===== src/ofsr_pkg.sv =====
// Constants shared by the output format and status register bank.
package ofsr_pkg;
   // Register indices; the AXI byte address of each register is four times its index.
   localparam logic [13:0] IDX_PAT4_LO = 14'h0557;
   localparam logic [13:0] IDX_PAT4_HI = 14'h0558;
   localparam logic [13:0] IDX_STSEL = 14'h0559;
   localparam logic [13:0] IDX_FORMAT = 14'h0561;
   localparam logic [13:0] IDX_OR_CLEAR = 14'h0562;
   localparam logic [13:0] IDX_OR_STATUS = 14'h0563;
   localparam logic [13:0] IDX_CHAN = 14'h0564;
   localparam logic [13:0] IDX_IRQ_STATUS = 14'h0570;
   localparam logic [13:0] IDX_IRQ_ENABLE = 14'h0571;
   localparam logic [13:0] IDX_IRQ_CLEAR = 14'h0572;
   // Bus widths.
   localparam int ADDR_W = 16;
   localparam int DATA_W = 32;
   localparam int SAMPLE_W = 14;
   localparam int NUM_VC = 8;
   localparam int NUM_CH = 2;
   // Field positions.
   localparam int FMT_SEL_LSB = 0;
   localparam int FMT_SEL_W = 2;
   localparam int INVERT_BIT = 2;
   localparam int SWAP_BIT = 0;
   localparam int STSEL_LSB = 0;
   localparam int STSEL_W = 3;
   // Reset values.
   localparam logic [7:0] PAT_RESET = 8'h00;
   localparam logic [STSEL_W-1:0] STSEL_RESET = 3'h0;
   localparam logic [FMT_SEL_W-1:0] FMT_SEL_RESET = 2'h1;
   localparam logic INVERT_RESET = 1'b0;
   localparam logic [7:0] OR_CLEAR_RESET = 8'h00;
   localparam logic [7:0] OR_STATUS_RESET = 8'h00;
   localparam logic SWAP_RESET = 1'b0;
   localparam logic [7:0] IRQ_RESET = 8'h00;
   // Number format codes.
   localparam logic [FMT_SEL_W-1:0] FMT_OFFSET = 2'h0;
   localparam logic [FMT_SEL_W-1:0] FMT_TWOS = 2'h1;
   localparam logic [SAMPLE_W-1:0] SIGN_MASK = 14'h2000;
   // Status bit selection codes.
   localparam logic [STSEL_W-1:0] ST_TIE_LOW = 3'h0;
   localparam logic [STSEL_W-1:0] ST_OVERRANGE = 3'h1;
   localparam logic [STSEL_W-1:0] ST_SIG_MON = 3'h2;
   localparam logic [STSEL_W-1:0] ST_FAST_VDR = 3'h3;
   localparam logic [STSEL_W-1:0] ST_VDR_RES = 3'h4;
   // AXI responses.
   localparam logic [1:0] RESP_OKAY = 2'h0;
   localparam logic [1:0] RESP_SLVERR = 2'h2;
endpackage : ofsr_pkg


===== src/ofsr_cfg_if.sv =====
// Format and status settings passed from the register bank to each channel formatter.
`timescale 1ns/10ps
interface ofsr_cfg_if;
   logic [ofsr_pkg::FMT_SEL_W-1:0] fmt_sel;
   logic invert;
   logic [ofsr_pkg::STSEL_W-1:0] status_sel;
   modport src (output fmt_sel, output invert, output status_sel);
   modport snk (input fmt_sel, input invert, input status_sel);
endinterface : ofsr_cfg_if


===== src/ofsr_formatter.sv =====
// One output channel: number format, sample inversion and per-sample status bit.
`timescale 1ns/10ps
module ofsr_formatter (
   ofsr_cfg_if.snk cfg, // Shared settings.
   input wire logic aclk, // System clock.
   input wire logic aresetn, // Synchronous reset, active low.
   input wire logic [ofsr_pkg::SAMPLE_W-1:0] sample_in, // Offset binary sample.
   input wire logic overrange_in, // Over-range bit of this sample.
   input wire logic sig_monitor_in, // Signal monitor bit.
   input wire logic fast_level_detect_in, // Fast level detect bit.
   input wire logic variable_range_flag_in, // Variable-range flag.
   input wire logic vdr_resolution_in, // Variable-range high/low resolution bit.
   output logic [ofsr_pkg::SAMPLE_W-1:0] sample_out, // Formatted sample.
   output logic status_out // Selected status bit.
);
   import ofsr_pkg::*;

   // ==========================================================
   // Formatting
   wire logic fmt_twos_w;
   wire logic [SAMPLE_W-1:0] coded_w;
   wire logic [SAMPLE_W-1:0] formatted_w;
   wire logic status_w;

   assign fmt_twos_w = (cfg.fmt_sel == FMT_TWOS); // RULE6
   assign coded_w = fmt_twos_w ? (sample_in ^ SIGN_MASK) : sample_in; // RULE6
   assign formatted_w = cfg.invert ? ~coded_w : coded_w; // RULE5

   // ==========================================================
   // Status bit selection
   // Unused codes tie the bit low.
   assign status_w = (cfg.status_sel == ST_OVERRANGE) ? overrange_in : // RULE7
                     (cfg.status_sel == ST_SIG_MON) ? sig_monitor_in : // RULE7
                     (cfg.status_sel == ST_FAST_VDR) ? (fast_level_detect_in | variable_range_flag_in) : // RULE8
                     (cfg.status_sel == ST_VDR_RES) ? vdr_resolution_in : // RULE8
                     1'b0; // RULE7

   always_ff @(posedge aclk) begin
      if (!aresetn) begin
         sample_out <= '0;
         status_out <= 1'b0;
      end else begin
         sample_out <= formatted_w;
         status_out <= status_w;
      end
   end
endmodule : ofsr_formatter


===== src/ofsr_regs.sv =====
// Output format and over-range status register bank with AXI4-Lite access.
`timescale 1ns/10ps
// What this block does
// RULE1: Each clear bit forces its virtual converter's over-range flag cleared while one.
// RULE2: Status holds one flag per converter, set when that converter over-ranges.
// RULE3: Over-range status is read-only, writes ignored, resets to zero.
// RULE4: Channel swap bit exchanges the two converter channels on the outputs.
// RULE5: Sample invert bit inverts every output sample when one.
// RULE6: Format select: 00 offset binary, 01 two's complement, reset 01.
// RULE7: Status select: 000 low, 001 over-range, 010 signal monitor.
// RULE8: Status select: 011 fast detect or range flag, 100 resolution bit; reset 000.
// RULE9: Fourth test pattern kept as low and high bytes, both reset to zero.
// RULE10: Flag held at zero while cleared, records new events after release.
module ofsr_regs (
   input wire logic aclk, // System clock, 40 MHz.
   input wire logic aresetn, // Synchronous reset, active low.
   input wire logic [ofsr_pkg::ADDR_W-1:0] s_axi_awaddr, // Write address.
   input wire logic [2:0] s_axi_awprot, // Write protection, unused.
   input wire logic s_axi_awvalid, // Write address valid.
   output logic s_axi_awready, // Write address ready.
   input wire logic [ofsr_pkg::DATA_W-1:0] s_axi_wdata, // Write data.
   input wire logic [3:0] s_axi_wstrb, // Write byte strobes.
   input wire logic s_axi_wvalid, // Write data valid.
   output logic s_axi_wready, // Write data ready.
   output logic [1:0] s_axi_bresp, // Write response.
   output logic s_axi_bvalid, // Write response valid.
   input wire logic s_axi_bready, // Write response ready.
   input wire logic [ofsr_pkg::ADDR_W-1:0] s_axi_araddr, // Read address.
   input wire logic [2:0] s_axi_arprot, // Read protection, unused.
   input wire logic s_axi_arvalid, // Read address valid.
   output logic s_axi_arready, // Read address ready.
   output logic [ofsr_pkg::DATA_W-1:0] s_axi_rdata, // Read data.
   output logic [1:0] s_axi_rresp, // Read response.
   output logic s_axi_rvalid, // Read data valid.
   input wire logic s_axi_rready, // Read data ready.
   input wire logic [ofsr_pkg::SAMPLE_W-1:0] sample_a_in, // Converter channel A sample.
   input wire logic [ofsr_pkg::SAMPLE_W-1:0] sample_b_in, // Converter channel B sample.
   input wire logic [ofsr_pkg::NUM_CH-1:0] ch_overrange, // Per-sample over-range, bit 0 is A.
   input wire logic [ofsr_pkg::NUM_CH-1:0] sig_monitor, // Signal monitor bits.
   input wire logic [ofsr_pkg::NUM_CH-1:0] fast_level_detect, // Fast level detect bits.
   input wire logic [ofsr_pkg::NUM_CH-1:0] variable_range_flag, // Variable-range flags.
   input wire logic [ofsr_pkg::NUM_CH-1:0] vdr_resolution, // Variable-range resolution bits.
   input wire logic [ofsr_pkg::NUM_VC-1:0] vc_overrange, // Over-range event per virtual converter.
   output logic [ofsr_pkg::SAMPLE_W-1:0] sample_a_out, // Output lane A sample.
   output logic [ofsr_pkg::SAMPLE_W-1:0] sample_b_out, // Output lane B sample.
   output logic [ofsr_pkg::NUM_CH-1:0] status_bit_out, // Status bit per lane, bit 0 is A.
   output logic [15:0] test_pattern_word, // Fourth user test pattern.
   output logic irq // Level interrupt.
);
   import ofsr_pkg::*;

   // ==========================================================
   // Register state
   logic [7:0] pat_lo_r;
   logic [7:0] pat_hi_r;
   logic [STSEL_W-1:0] stsel_r;
   logic [FMT_SEL_W-1:0] fmt_sel_r;
   logic invert_r;
   logic [NUM_VC-1:0] or_clear_r;
   logic [NUM_VC-1:0] or_status_r;
   logic [NUM_VC-1:0] or_status_nxt;
   logic swap_r;
   logic [NUM_VC-1:0] irq_status_r;
   logic [NUM_VC-1:0] irq_status_nxt;
   logic [NUM_VC-1:0] irq_enable_r;
   logic awready_r;
   logic wready_r;
   logic bvalid_r;
   logic [1:0] bresp_r;
   logic arready_r;
   logic rvalid_r;
   logic [1:0] rresp_r;
   logic [DATA_W-1:0] rdata_r;
   logic irq_r;

   // ==========================================================
   // Write channel
   // Both ready flags rise together once address and data are offered, so the write lands in one edge.
   wire logic wr_en_w;
   wire logic [13:0] wr_idx_w;
   wire logic lane0_w;
   wire logic [7:0] wbyte_w;
   wire logic wr_hit_w;

   assign wr_en_w = s_axi_awvalid & awready_r & s_axi_wvalid & wready_r;
   assign wr_idx_w = s_axi_awaddr[ADDR_W-1:2];
   assign lane0_w = wr_en_w & s_axi_wstrb[0];
   assign wbyte_w = s_axi_wdata[7:0];
   assign wr_hit_w = (wr_idx_w == IDX_PAT4_LO) | (wr_idx_w == IDX_PAT4_HI) | (wr_idx_w == IDX_STSEL) |
                     (wr_idx_w == IDX_FORMAT) | (wr_idx_w == IDX_OR_CLEAR) | (wr_idx_w == IDX_OR_STATUS) |
                     (wr_idx_w == IDX_CHAN) | (wr_idx_w == IDX_IRQ_STATUS) | (wr_idx_w == IDX_IRQ_ENABLE) |
                     (wr_idx_w == IDX_IRQ_CLEAR);

   always_ff @(posedge aclk) begin
      if (!aresetn) begin
         awready_r <= 1'b0;
         wready_r <= 1'b0;
      end else begin
         awready_r <= ~awready_r & s_axi_awvalid & s_axi_wvalid & ~bvalid_r;
         wready_r <= ~wready_r & s_axi_awvalid & s_axi_wvalid & ~bvalid_r;
      end
   end

   always_ff @(posedge aclk) begin
      if (!aresetn) begin
         bvalid_r <= 1'b0;
         bresp_r <= RESP_OKAY;
      end else if (wr_en_w) begin
         bvalid_r <= 1'b1;
         bresp_r <= wr_hit_w ? RESP_OKAY : RESP_SLVERR;
      end else if (s_axi_bready) begin
         bvalid_r <= 1'b0;
      end
   end

   // ==========================================================
   // Control registers
   always_ff @(posedge aclk) begin
      if (!aresetn) begin
         pat_lo_r <= PAT_RESET; // RULE9
         pat_hi_r <= PAT_RESET; // RULE9
         stsel_r <= STSEL_RESET; // RULE8
         fmt_sel_r <= FMT_SEL_RESET; // RULE6
         invert_r <= INVERT_RESET;
         or_clear_r <= OR_CLEAR_RESET;
         swap_r <= SWAP_RESET; // RULE4
         irq_enable_r <= IRQ_RESET;
      end else if (lane0_w) begin
         if (wr_idx_w == IDX_PAT4_LO) begin
            pat_lo_r <= wbyte_w; // RULE9
         end
         if (wr_idx_w == IDX_PAT4_HI) begin
            pat_hi_r <= wbyte_w; // RULE9
         end
         if (wr_idx_w == IDX_STSEL) begin
            stsel_r <= wbyte_w[STSEL_LSB +: STSEL_W]; // RULE7
         end
         if (wr_idx_w == IDX_FORMAT) begin
            fmt_sel_r <= wbyte_w[FMT_SEL_LSB +: FMT_SEL_W]; // RULE6
            invert_r <= wbyte_w[INVERT_BIT]; // RULE5
         end
         if (wr_idx_w == IDX_OR_CLEAR) begin
            or_clear_r <= wbyte_w; // RULE1
         end
         if (wr_idx_w == IDX_CHAN) begin
            swap_r <= wbyte_w[SWAP_BIT]; // RULE4
         end
         if (wr_idx_w == IDX_IRQ_ENABLE) begin
            irq_enable_r <= wbyte_w;
         end
      end
   end

   // ==========================================================
   // Over-range flags and interrupt
   // A held clear bit beats a simultaneous event; the interrupt sticky bit lets the event beat its clear.
   wire logic [NUM_VC-1:0] or_set_w;
   wire logic [NUM_VC-1:0] irq_clr_w;

   assign or_set_w = vc_overrange & ~or_clear_r; // RULE10
   assign irq_clr_w = (lane0_w && wr_idx_w == IDX_IRQ_CLEAR) ? wbyte_w : '0;

   always_comb begin
      or_status_nxt = (or_status_r | vc_overrange) & ~or_clear_r; // RULE1 RULE2 RULE3
      irq_status_nxt = (irq_status_r & ~irq_clr_w) | or_set_w;
   end

   always_ff @(posedge aclk) begin
      if (!aresetn) begin
         or_status_r <= OR_STATUS_RESET; // RULE3
         irq_status_r <= IRQ_RESET;
         irq_r <= 1'b0;
      end else begin
         or_status_r <= or_status_nxt; // RULE2
         irq_status_r <= irq_status_nxt;
         irq_r <= |(irq_status_r & irq_enable_r);
      end
   end

   // ==========================================================
   // Read channel
   wire logic rd_en_w;
   wire logic [13:0] rd_idx_w;
   wire logic rd_hit_w;
   wire logic [7:0] rd_byte_w;

   assign rd_en_w = s_axi_arvalid & arready_r;
   assign rd_idx_w = s_axi_araddr[ADDR_W-1:2];
   assign rd_hit_w = (rd_idx_w == IDX_PAT4_LO) | (rd_idx_w == IDX_PAT4_HI) | (rd_idx_w == IDX_STSEL) |
                     (rd_idx_w == IDX_FORMAT) | (rd_idx_w == IDX_OR_CLEAR) | (rd_idx_w == IDX_OR_STATUS) |
                     (rd_idx_w == IDX_CHAN) | (rd_idx_w == IDX_IRQ_STATUS) | (rd_idx_w == IDX_IRQ_ENABLE) |
                     (rd_idx_w == IDX_IRQ_CLEAR);
   // The interrupt clear register is write-only and reads as zero.
   assign rd_byte_w = (rd_idx_w == IDX_PAT4_LO) ? pat_lo_r :
                      (rd_idx_w == IDX_PAT4_HI) ? pat_hi_r :
                      (rd_idx_w == IDX_STSEL) ? {5'h00, stsel_r} :
                      (rd_idx_w == IDX_FORMAT) ? {5'h00, invert_r, fmt_sel_r} :
                      (rd_idx_w == IDX_OR_CLEAR) ? or_clear_r :
                      (rd_idx_w == IDX_OR_STATUS) ? or_status_r :
                      (rd_idx_w == IDX_CHAN) ? {7'h00, swap_r} :
                      (rd_idx_w == IDX_IRQ_STATUS) ? irq_status_r :
                      (rd_idx_w == IDX_IRQ_ENABLE) ? irq_enable_r :
                      8'h00;

   always_ff @(posedge aclk) begin
      if (!aresetn) begin
         arready_r <= 1'b0;
      end else begin
         arready_r <= ~arready_r & s_axi_arvalid & ~rvalid_r;
      end
   end

   always_ff @(posedge aclk) begin
      if (!aresetn) begin
         rvalid_r <= 1'b0;
         rresp_r <= RESP_OKAY;
         rdata_r <= 32'h0000_0000;
      end else if (rd_en_w) begin
         rvalid_r <= 1'b1;
         rresp_r <= rd_hit_w ? RESP_OKAY : RESP_SLVERR;
         rdata_r <= {24'h00_0000, rd_byte_w};
      end else if (s_axi_rready) begin
         rvalid_r <= 1'b0;
      end
   end

   // ==========================================================
   // Output data path
   wire logic [SAMPLE_W-1:0] lane_a_w;
   wire logic [SAMPLE_W-1:0] lane_b_w;
   wire logic [NUM_CH-1:0] ovr_w;
   wire logic [NUM_CH-1:0] mon_w;
   wire logic [NUM_CH-1:0] fld_w;
   wire logic [NUM_CH-1:0] vrf_w;
   wire logic [NUM_CH-1:0] res_w;

   assign lane_a_w = swap_r ? sample_b_in : sample_a_in; // RULE4
   assign lane_b_w = swap_r ? sample_a_in : sample_b_in; // RULE4
   assign ovr_w = swap_r ? {ch_overrange[0], ch_overrange[1]} : ch_overrange; // RULE4
   assign mon_w = swap_r ? {sig_monitor[0], sig_monitor[1]} : sig_monitor;
   assign fld_w = swap_r ? {fast_level_detect[0], fast_level_detect[1]} : fast_level_detect;
   assign vrf_w = swap_r ? {variable_range_flag[0], variable_range_flag[1]} : variable_range_flag;
   assign res_w = swap_r ? {vdr_resolution[0], vdr_resolution[1]} : vdr_resolution;

   ofsr_cfg_if cfg_bus ();
   assign cfg_bus.fmt_sel = fmt_sel_r;
   assign cfg_bus.invert = invert_r;
   assign cfg_bus.status_sel = stsel_r;

   ofsr_formatter u_fmt_a (
      .cfg(cfg_bus.snk),
      .aclk(aclk),
      .aresetn(aresetn),
      .sample_in(lane_a_w),
      .overrange_in(ovr_w[0]),
      .sig_monitor_in(mon_w[0]),
      .fast_level_detect_in(fld_w[0]),
      .variable_range_flag_in(vrf_w[0]),
      .vdr_resolution_in(res_w[0]),
      .sample_out(sample_a_out),
      .status_out(status_bit_out[0])
   );

   ofsr_formatter u_fmt_b (
      .cfg(cfg_bus.snk),
      .aclk(aclk),
      .aresetn(aresetn),
      .sample_in(lane_b_w),
      .overrange_in(ovr_w[1]),
      .sig_monitor_in(mon_w[1]),
      .fast_level_detect_in(fld_w[1]),
      .variable_range_flag_in(vrf_w[1]),
      .vdr_resolution_in(res_w[1]),
      .sample_out(sample_b_out),
      .status_out(status_bit_out[1])
   );

   assign s_axi_awready = awready_r;
   assign s_axi_wready = wready_r;
   assign s_axi_bvalid = bvalid_r;
   assign s_axi_bresp = bresp_r;
   assign s_axi_arready = arready_r;
   assign s_axi_rvalid = rvalid_r;
   assign s_axi_rresp = rresp_r;
   assign s_axi_rdata = rdata_r;
   assign test_pattern_word = {pat_hi_r, pat_lo_r}; // RULE9
   assign irq = irq_r;
endmodule : ofsr_regs


===== config.mk =====
export PLATFORM = sky130hd
export DESIGN_NAME = ofsr_regs
export DESIGN_NICKNAME = d
export VERILOG_FILES = /design/src/ofsr_pkg.sv /design/src/ofsr_cfg_if.sv /design/src/ofsr_formatter.sv /design/src/ofsr_regs.sv
export SDC_FILE = /design/constraint.sdc
export NUM_CORES = 1
export LEC_CHECK = 0
export BUFFER_PORTS_ARGS = -buffer_cell sky130_fd_sc_hd__buf_2
export CAP_MARGIN = 20
export CORE_MARGIN = 2
export CORE_UTILIZATION = 30
export CTS_CLUSTER_SIZE = 24
export DETAILED_ROUTE_END_ITERATION = 8
export PLACE_DENSITY = 0.62
export SLEW_MARGIN = 20
export SYNTH_ARGS = -nofsm -noshare
export SYNTH_HDL_FRONTEND = slang
export SYNTH_HIERARCHICAL = 1
export SYNTH_SLANG_ARGS = --single-unit

===== constraint.sdc =====
create_clock -name aclk -period 2.5 [get_ports aclk]
set_clock_uncertainty 0.2 [all_clocks]
set_input_delay 0.5 -clock aclk [delete_from_list [all_inputs] [get_ports aclk]]
set_output_delay 0.5 -clock aclk [all_outputs]
set_load 0.1 [all_outputs]

Yosys cells after proc, flatten, opt, wreduce, memory -nomap -nowiden. Index checks and enable logic that the tools add are counted.

Multiplexer cells: 35. Eq/ne operators: 25. Bitwise logic cells: 50. Reductions and logical operators: 11.

Operators by type and width (count): equality test 14 x 11 -> 1 bit (second input constant) (20); 2-to-1 mux 14 bit (6); 2-to-1 mux 8 bit (10); AND 8 bit (4); inverter 14 bit (2); bitwise OR 1 bit (20); inverter 8 bit (2); bitwise OR 8 bit (2); 2-to-1 mux 2 bit (7); AND reduction 2 bit (7); AND 1 bit (13); 2-to-1 mux 1 bit (12); OR reduction 8 bit (1); inverter 1 bit (7); equality test 3 x 2 -> 1 bit (second input constant) (2); nonzero test 2 bit (2); equality test 3 x 1 -> 1 bit (second input constant) (1); equality test 3 bit (second input constant) (1); equality test 2 x 1 -> 1 bit (second input constant) (1); logical AND 1 bit (1).

Register bits after elaboration: 103. Logic and storage cells: 144. Output and inout port bits: 88.

Logic depth before layout (Yosys ltp).
Depth after elaboration: 11. Depth in mapped cells: 7.

By module. Netlist, hierarchy kept.

Modules (own cells, without submodules): ofsr_regs (cells each 515, instances 1, area each 4306.6 um^2); ofsr_formatter (cells each 55, instances 2, area each 605.6 um^2).

Worst setup path before layout. No wires, ideal clock.

Path kind: register -> register. Start point: register awready_r, in the netlist s_axi_awready. End point: register or_clear_r[5]. Buffers on the path: 2. Clock period less this slack: 2.765 ns. Arrival: 2.451 ns. Setup slack: -0.265 ns. Cell stages (with the launch flop): 8. Cell sequence: dfxtp_1 -> and4_1 -> nand4_4 -> or4_4 -> buf_6 -> buf_6 -> nand3_2 -> o21ai_2.

Longest elaborated chain between the ends: 5.

RTL lines: start: declaration (line ofsr_regs.sv:66) `logic awready_r;`; start signal: assignment (line ofsr_regs.sv:99) `awready_r <= ~awready_r & s_axi_awvalid & s_axi_wvalid & ~bvalid_r;`; AND 1 bit (3 in a row) (line ofsr_regs.sv:85) `assign wr_en_w = s_axi_awvalid & awready_r & s_axi_wvalid & wready_r;`; AND 1 bit (line ofsr_regs.sv:87) `assign lane0_w = wr_en_w & s_axi_wstrb[0];`; AND reduction 2 bit (no source line); end signal: assignment (line ofsr_regs.sv:143) `or_clear_r <= wbyte_w;`; end: declaration (line ofsr_regs.sv:59) `logic [NUM_VC-1:0] or_clear_r;`.

No other way between the ends. A chain may end at the register's enable or synchronous reset.

Worst setup path in the final report.
Start point: register swap_r. End point: register u_fmt_b/sample_out[9] in the netlist's numbering.

Longest elaborated chain between the ends: 4.

RTL lines: start: declaration (line ofsr_regs.sv:62) `logic swap_r;`; start signal: assignment (line ofsr_regs.sv:146) `swap_r <= wbyte_w[SWAP_BIT];`; 2-to-1 mux 14 bit (*) (line ofsr_regs.sv:238) `assign lane_b_w = swap_r ? sample_a_in : sample_b_in;`; via lane_b_w[9] (line ofsr_regs.sv:230) `wire logic [SAMPLE_W-1:0] lane_b_w;`; 2-to-1 mux 14 bit (*) (line ofsr_formatter.sv:26) `assign coded_w = fmt_twos_w ? (sample_in ^ SIGN_MASK) : sample_in;`; inverter 14 bit (line ofsr_formatter.sv:27) `assign formatted_w = cfg.invert ? ~coded_w : coded_w;`; 2-to-1 mux 14 bit (*) (line ofsr_formatter.sv:27); end signal: assignment (line ofsr_formatter.sv:43) `sample_out <= formatted_w;`; end: declaration (line ofsr_formatter.sv:13) `output logic [ofsr_pkg::SAMPLE_W-1:0] sample_out,`.

The timed path passes the listed nets; every way through them passes the cells marked *.

==> summary.txt <==
CTS
  • Post-CTS Hold Fix Bufs: 0
  • Clock Root Buffer: clkbuf_16
  • # Post-CTS Setup Buffers: 0
  • H-tree levels: 3
  • Clock sinks: just over 100
  • Post-cts sizing count: 0
  • Worst-case clock buffer depth: 2
  • TritonCTS Buffers: 9
  • CTS tree: done
  • Clk Latency, worst-skew pair: approximately 350 ps
  • Clock-pin slew on the worst setup and hold paths: 70 ps

Timing
  • Crit share post-route: around 85%
  • Max transition margin: a little over two fifths
  • Final hold vios: 0
  • RSZ-0062 raised after global routing: false
  • Count of pins over their slew limit: 0
  • Worst-margin pin slew: between 800 and 900 ps
  • Final setup viols: 0
  • Min Tclk post-route: ~2100 ps
  • Setup_tns: 0 ps
  • Max Fclk: 472 MHz

Power
  • P_leak: around 0.0029 uW
  • Power density over cell area: between 500 and 600 nW/um^2
  • Total chip power: 3910 uW
  • Worst IR Drop VDD: around 0.37 mV

Detailed routing
  • Via density: about 4.8
  • Post-Route WL: ~15 mm
  • DRT iter0 DRCs: 200
  • DR WL/cell: between 15 and 20 um
  • Total number of vias: 4798
  • Antenna Nets Post-Route: 0
  • Drc violations: 0
  • Drt first pass iters: 4

Synth
  • Post-synth cell types: between 60 and 70
  • Synth Cell Area: between 5000 and 6000 sq um
  • Post-Syn Instances: 625
  • Post-synthesis mux area share: roughly 11%
  • Mean post-synth cell area: 8.83 sq um
  • Xor/xnor cell area share of the yosys netlist: about 5.0%
  • Largest family of logic cells by synthesized area: simple AND/OR/NAND/NOR gates
  • Sequential fraction of the synthesis area: a little over a third
  • Synth Flop Type: dfxtp_1
  • FF+latch count, synth: around 100
  • Compound-Gate Fraction of Synth Area: 13.6%
  • Synth warnings: 6
  • Simple-gate portion of the synthesized area: about a quarter
  • Ys async rst share: 0%
  • Adder-cell share of the synthesized area: 0%
  • EDFF count, synth: 0

Worst setup path
  • Slack of the worst reg-to-reg path: approximately 380 ps
  • RR Startpoint: swap_r
  • CP required: around 2600 ps
  • CP startpoint kind: flop
  • Setup crit start: swap_r
  • Worst EP arrival: 2170 ps
  • Critical setup path kind: reg2reg
  • Worst setup EP type: flop
  • Largest fanout on the critical path: 36

Final layout
  • Multi-input gate area: 3150 sq um
  • Most frequent cells in the layout: 151 x buf_2, 97 x dfxtp_1, 49 x nand2_1
  • Area growth syn-to-layout: 22.4%
  • Commonest non-fill, non-tap cell in the layout: buf_2
  • Fillcell total: about 1900
  • Fin util: 37.5%
  • Reg area: a little over 2000 sq um
  • Final Non-Filler Cells: about 1000
  • Fin nets: 897
  • Share of layout cells above drive strength 1: 33.0%
  • Ant. Diodes: 0

Status
  • Status: completed

Placed design
  • GP Congestion: around 0.8
  • Dpl cells: about 990
  • PortBufs: roughly 150
  • Post-DP HPWL: between 10 and 15 mm

Die
  • Height of the die: ~140 um
  • Area of the die: about 19000 sq um
  • I/O pins: about 220
  • Initial Util: 30.6%
  • Core area: roughly 18000 sq um
  • Die Width: 140 um
  • Row cnt: 49

GRT
  • First-pass GRT wire length: 23.7 mm
  • Initial antenna violation count: 0
  • Vias in the first global route: ~4500
  • Gr usage total: approximately 15%
  • GRT Residual Overflow: 0
  • Largest net degree at the start of global routing: 38

Worst hold path
  • Hold Path Origin: s_axi_awready
  • Worst min-delay path class: reg2reg

Job
  • Total of max-cap violations: 0
[layer usage]
metal  track usage [%]  wire (um)  vias up
met4              3.58        111        0
met1              19.9       6730     2171
met2              25.5       7020      176
met3              4.44       1310        6
met5                 0          0        -
li1                  -          -     2445
[metrics by stage]
stage          area, sq um  setup WS (ps)  hold WS, ps
2_1_floorplan         5610           74.2          244
6_report              6750            381          208
4_1_cts               6750            369          193
5_1_grt               6750            248          225
3_5_place_dp          6440           85.5          196
3_3_place_gp          6440           93.0          197
[flip-flops by register name (all words and copies together) (netlist names), 2 cells and up]
| signal | count |
|---|---|
| cfg_bus.fmt_sel | 2 |
| cfg_bus.status_sel | 3 |
| irq_enable_r | 8 |
| irq_status_r | 8 |
| or_clear_r | 8 |
| or_status_r | 8 |
| pat_hi_r | 8 |
| pat_lo_r | 8 |
| s_axi_rdata | 8 |
| u_fmt_a/sample_out | 14 |
| u_fmt_b/sample_out | 14 |
[synth_stat cells (4+ instances only)]
| cell type | count | share of area (%) |
|---|---|---|
| nor2b_1 | 24 | 2.7 |
| mux2_2 | 40 | 8.2 |
| buf_1 | 8 | 0.54 |
| o21ai_0 | 37 | 3.4 |
| nand3b_1 | 4 | 0.54 |
| nand4_1 | 8 | 0.91 |
| a21oi_1 | 37 | 3.4 |
| inv_1 | 12 | 0.82 |
| a22oi_1 | 5 | 0.68 |
| buf_6 | 4 | 0.82 |
| xor2_1 | 26 | 4.1 |
| o221ai_1 | 12 | 1.9 |
| nor4b_1 | 5 | 0.79 |
| o21ai_2 | 8 | 1.3 |
| clkbuf_1 | 21 | 1.4 |
| nor3b_1 | 5 | 0.68 |
| nor3_1 | 9 | 0.82 |
| nand2_1 | 49 | 3.3 |
| nand3_1 | 33 | 3.0 |
| dfxtp_1 | 101 | 37 |
| nand2b_1 | 10 | 1.1 |
| and2_1 | 29 | 3.3 |
| buf_4 | 26 | 3.5 |
| nor2_1 | 36 | 2.4 |
| mux2i_1 | 14 | 2.5 |
[logic make-up (layout without fill, tap and decap cells)]
logic type	count (synthesis)	in the layout
other	1	26
buffers and inverters	76	201
DFF	101	101
AOI/OAI and AO/OA	119	119
muxes	54	54
and+or+nand+nor	244	244
xor gates and xnor gates	30	30
[area by class of cell]
class | instances | area share [%]
clock buffer | 10 | 3.39
clock inverter | 6 | 1.19
inverter | 12 | 0.667
multi-input combinational | 473 | 46.7
sequential | 101 | 30.0
tap | 229 | 4.24
timing repair buffer | 173 | 13.8
[worst max-delay path, cell delays in order, from the launching register on]
cell and delay (ps):
dfxtp_2 880, buf_4 270, mux2_2 340, xor2_1 140, and2_1 160
[path summary, 6_finish.rpt]
check / end / depth (start not counted)
setup / recovery: u_fmt_b/sample_out[9] / 4
hold reg to reg: s_axi_awready / 1
setup reg to reg: u_fmt_b/sample_out[9] / 4
hold / removal: s_axi_awready / 1
[report_power, final]
group	internal (uW)	switching (uW)	total [uW]
registers	1660	22.9	1680
clock network	799	662	1460
logic	177	590	767
total	2630	1270	3910
Power figures use the tool's default switching activity.
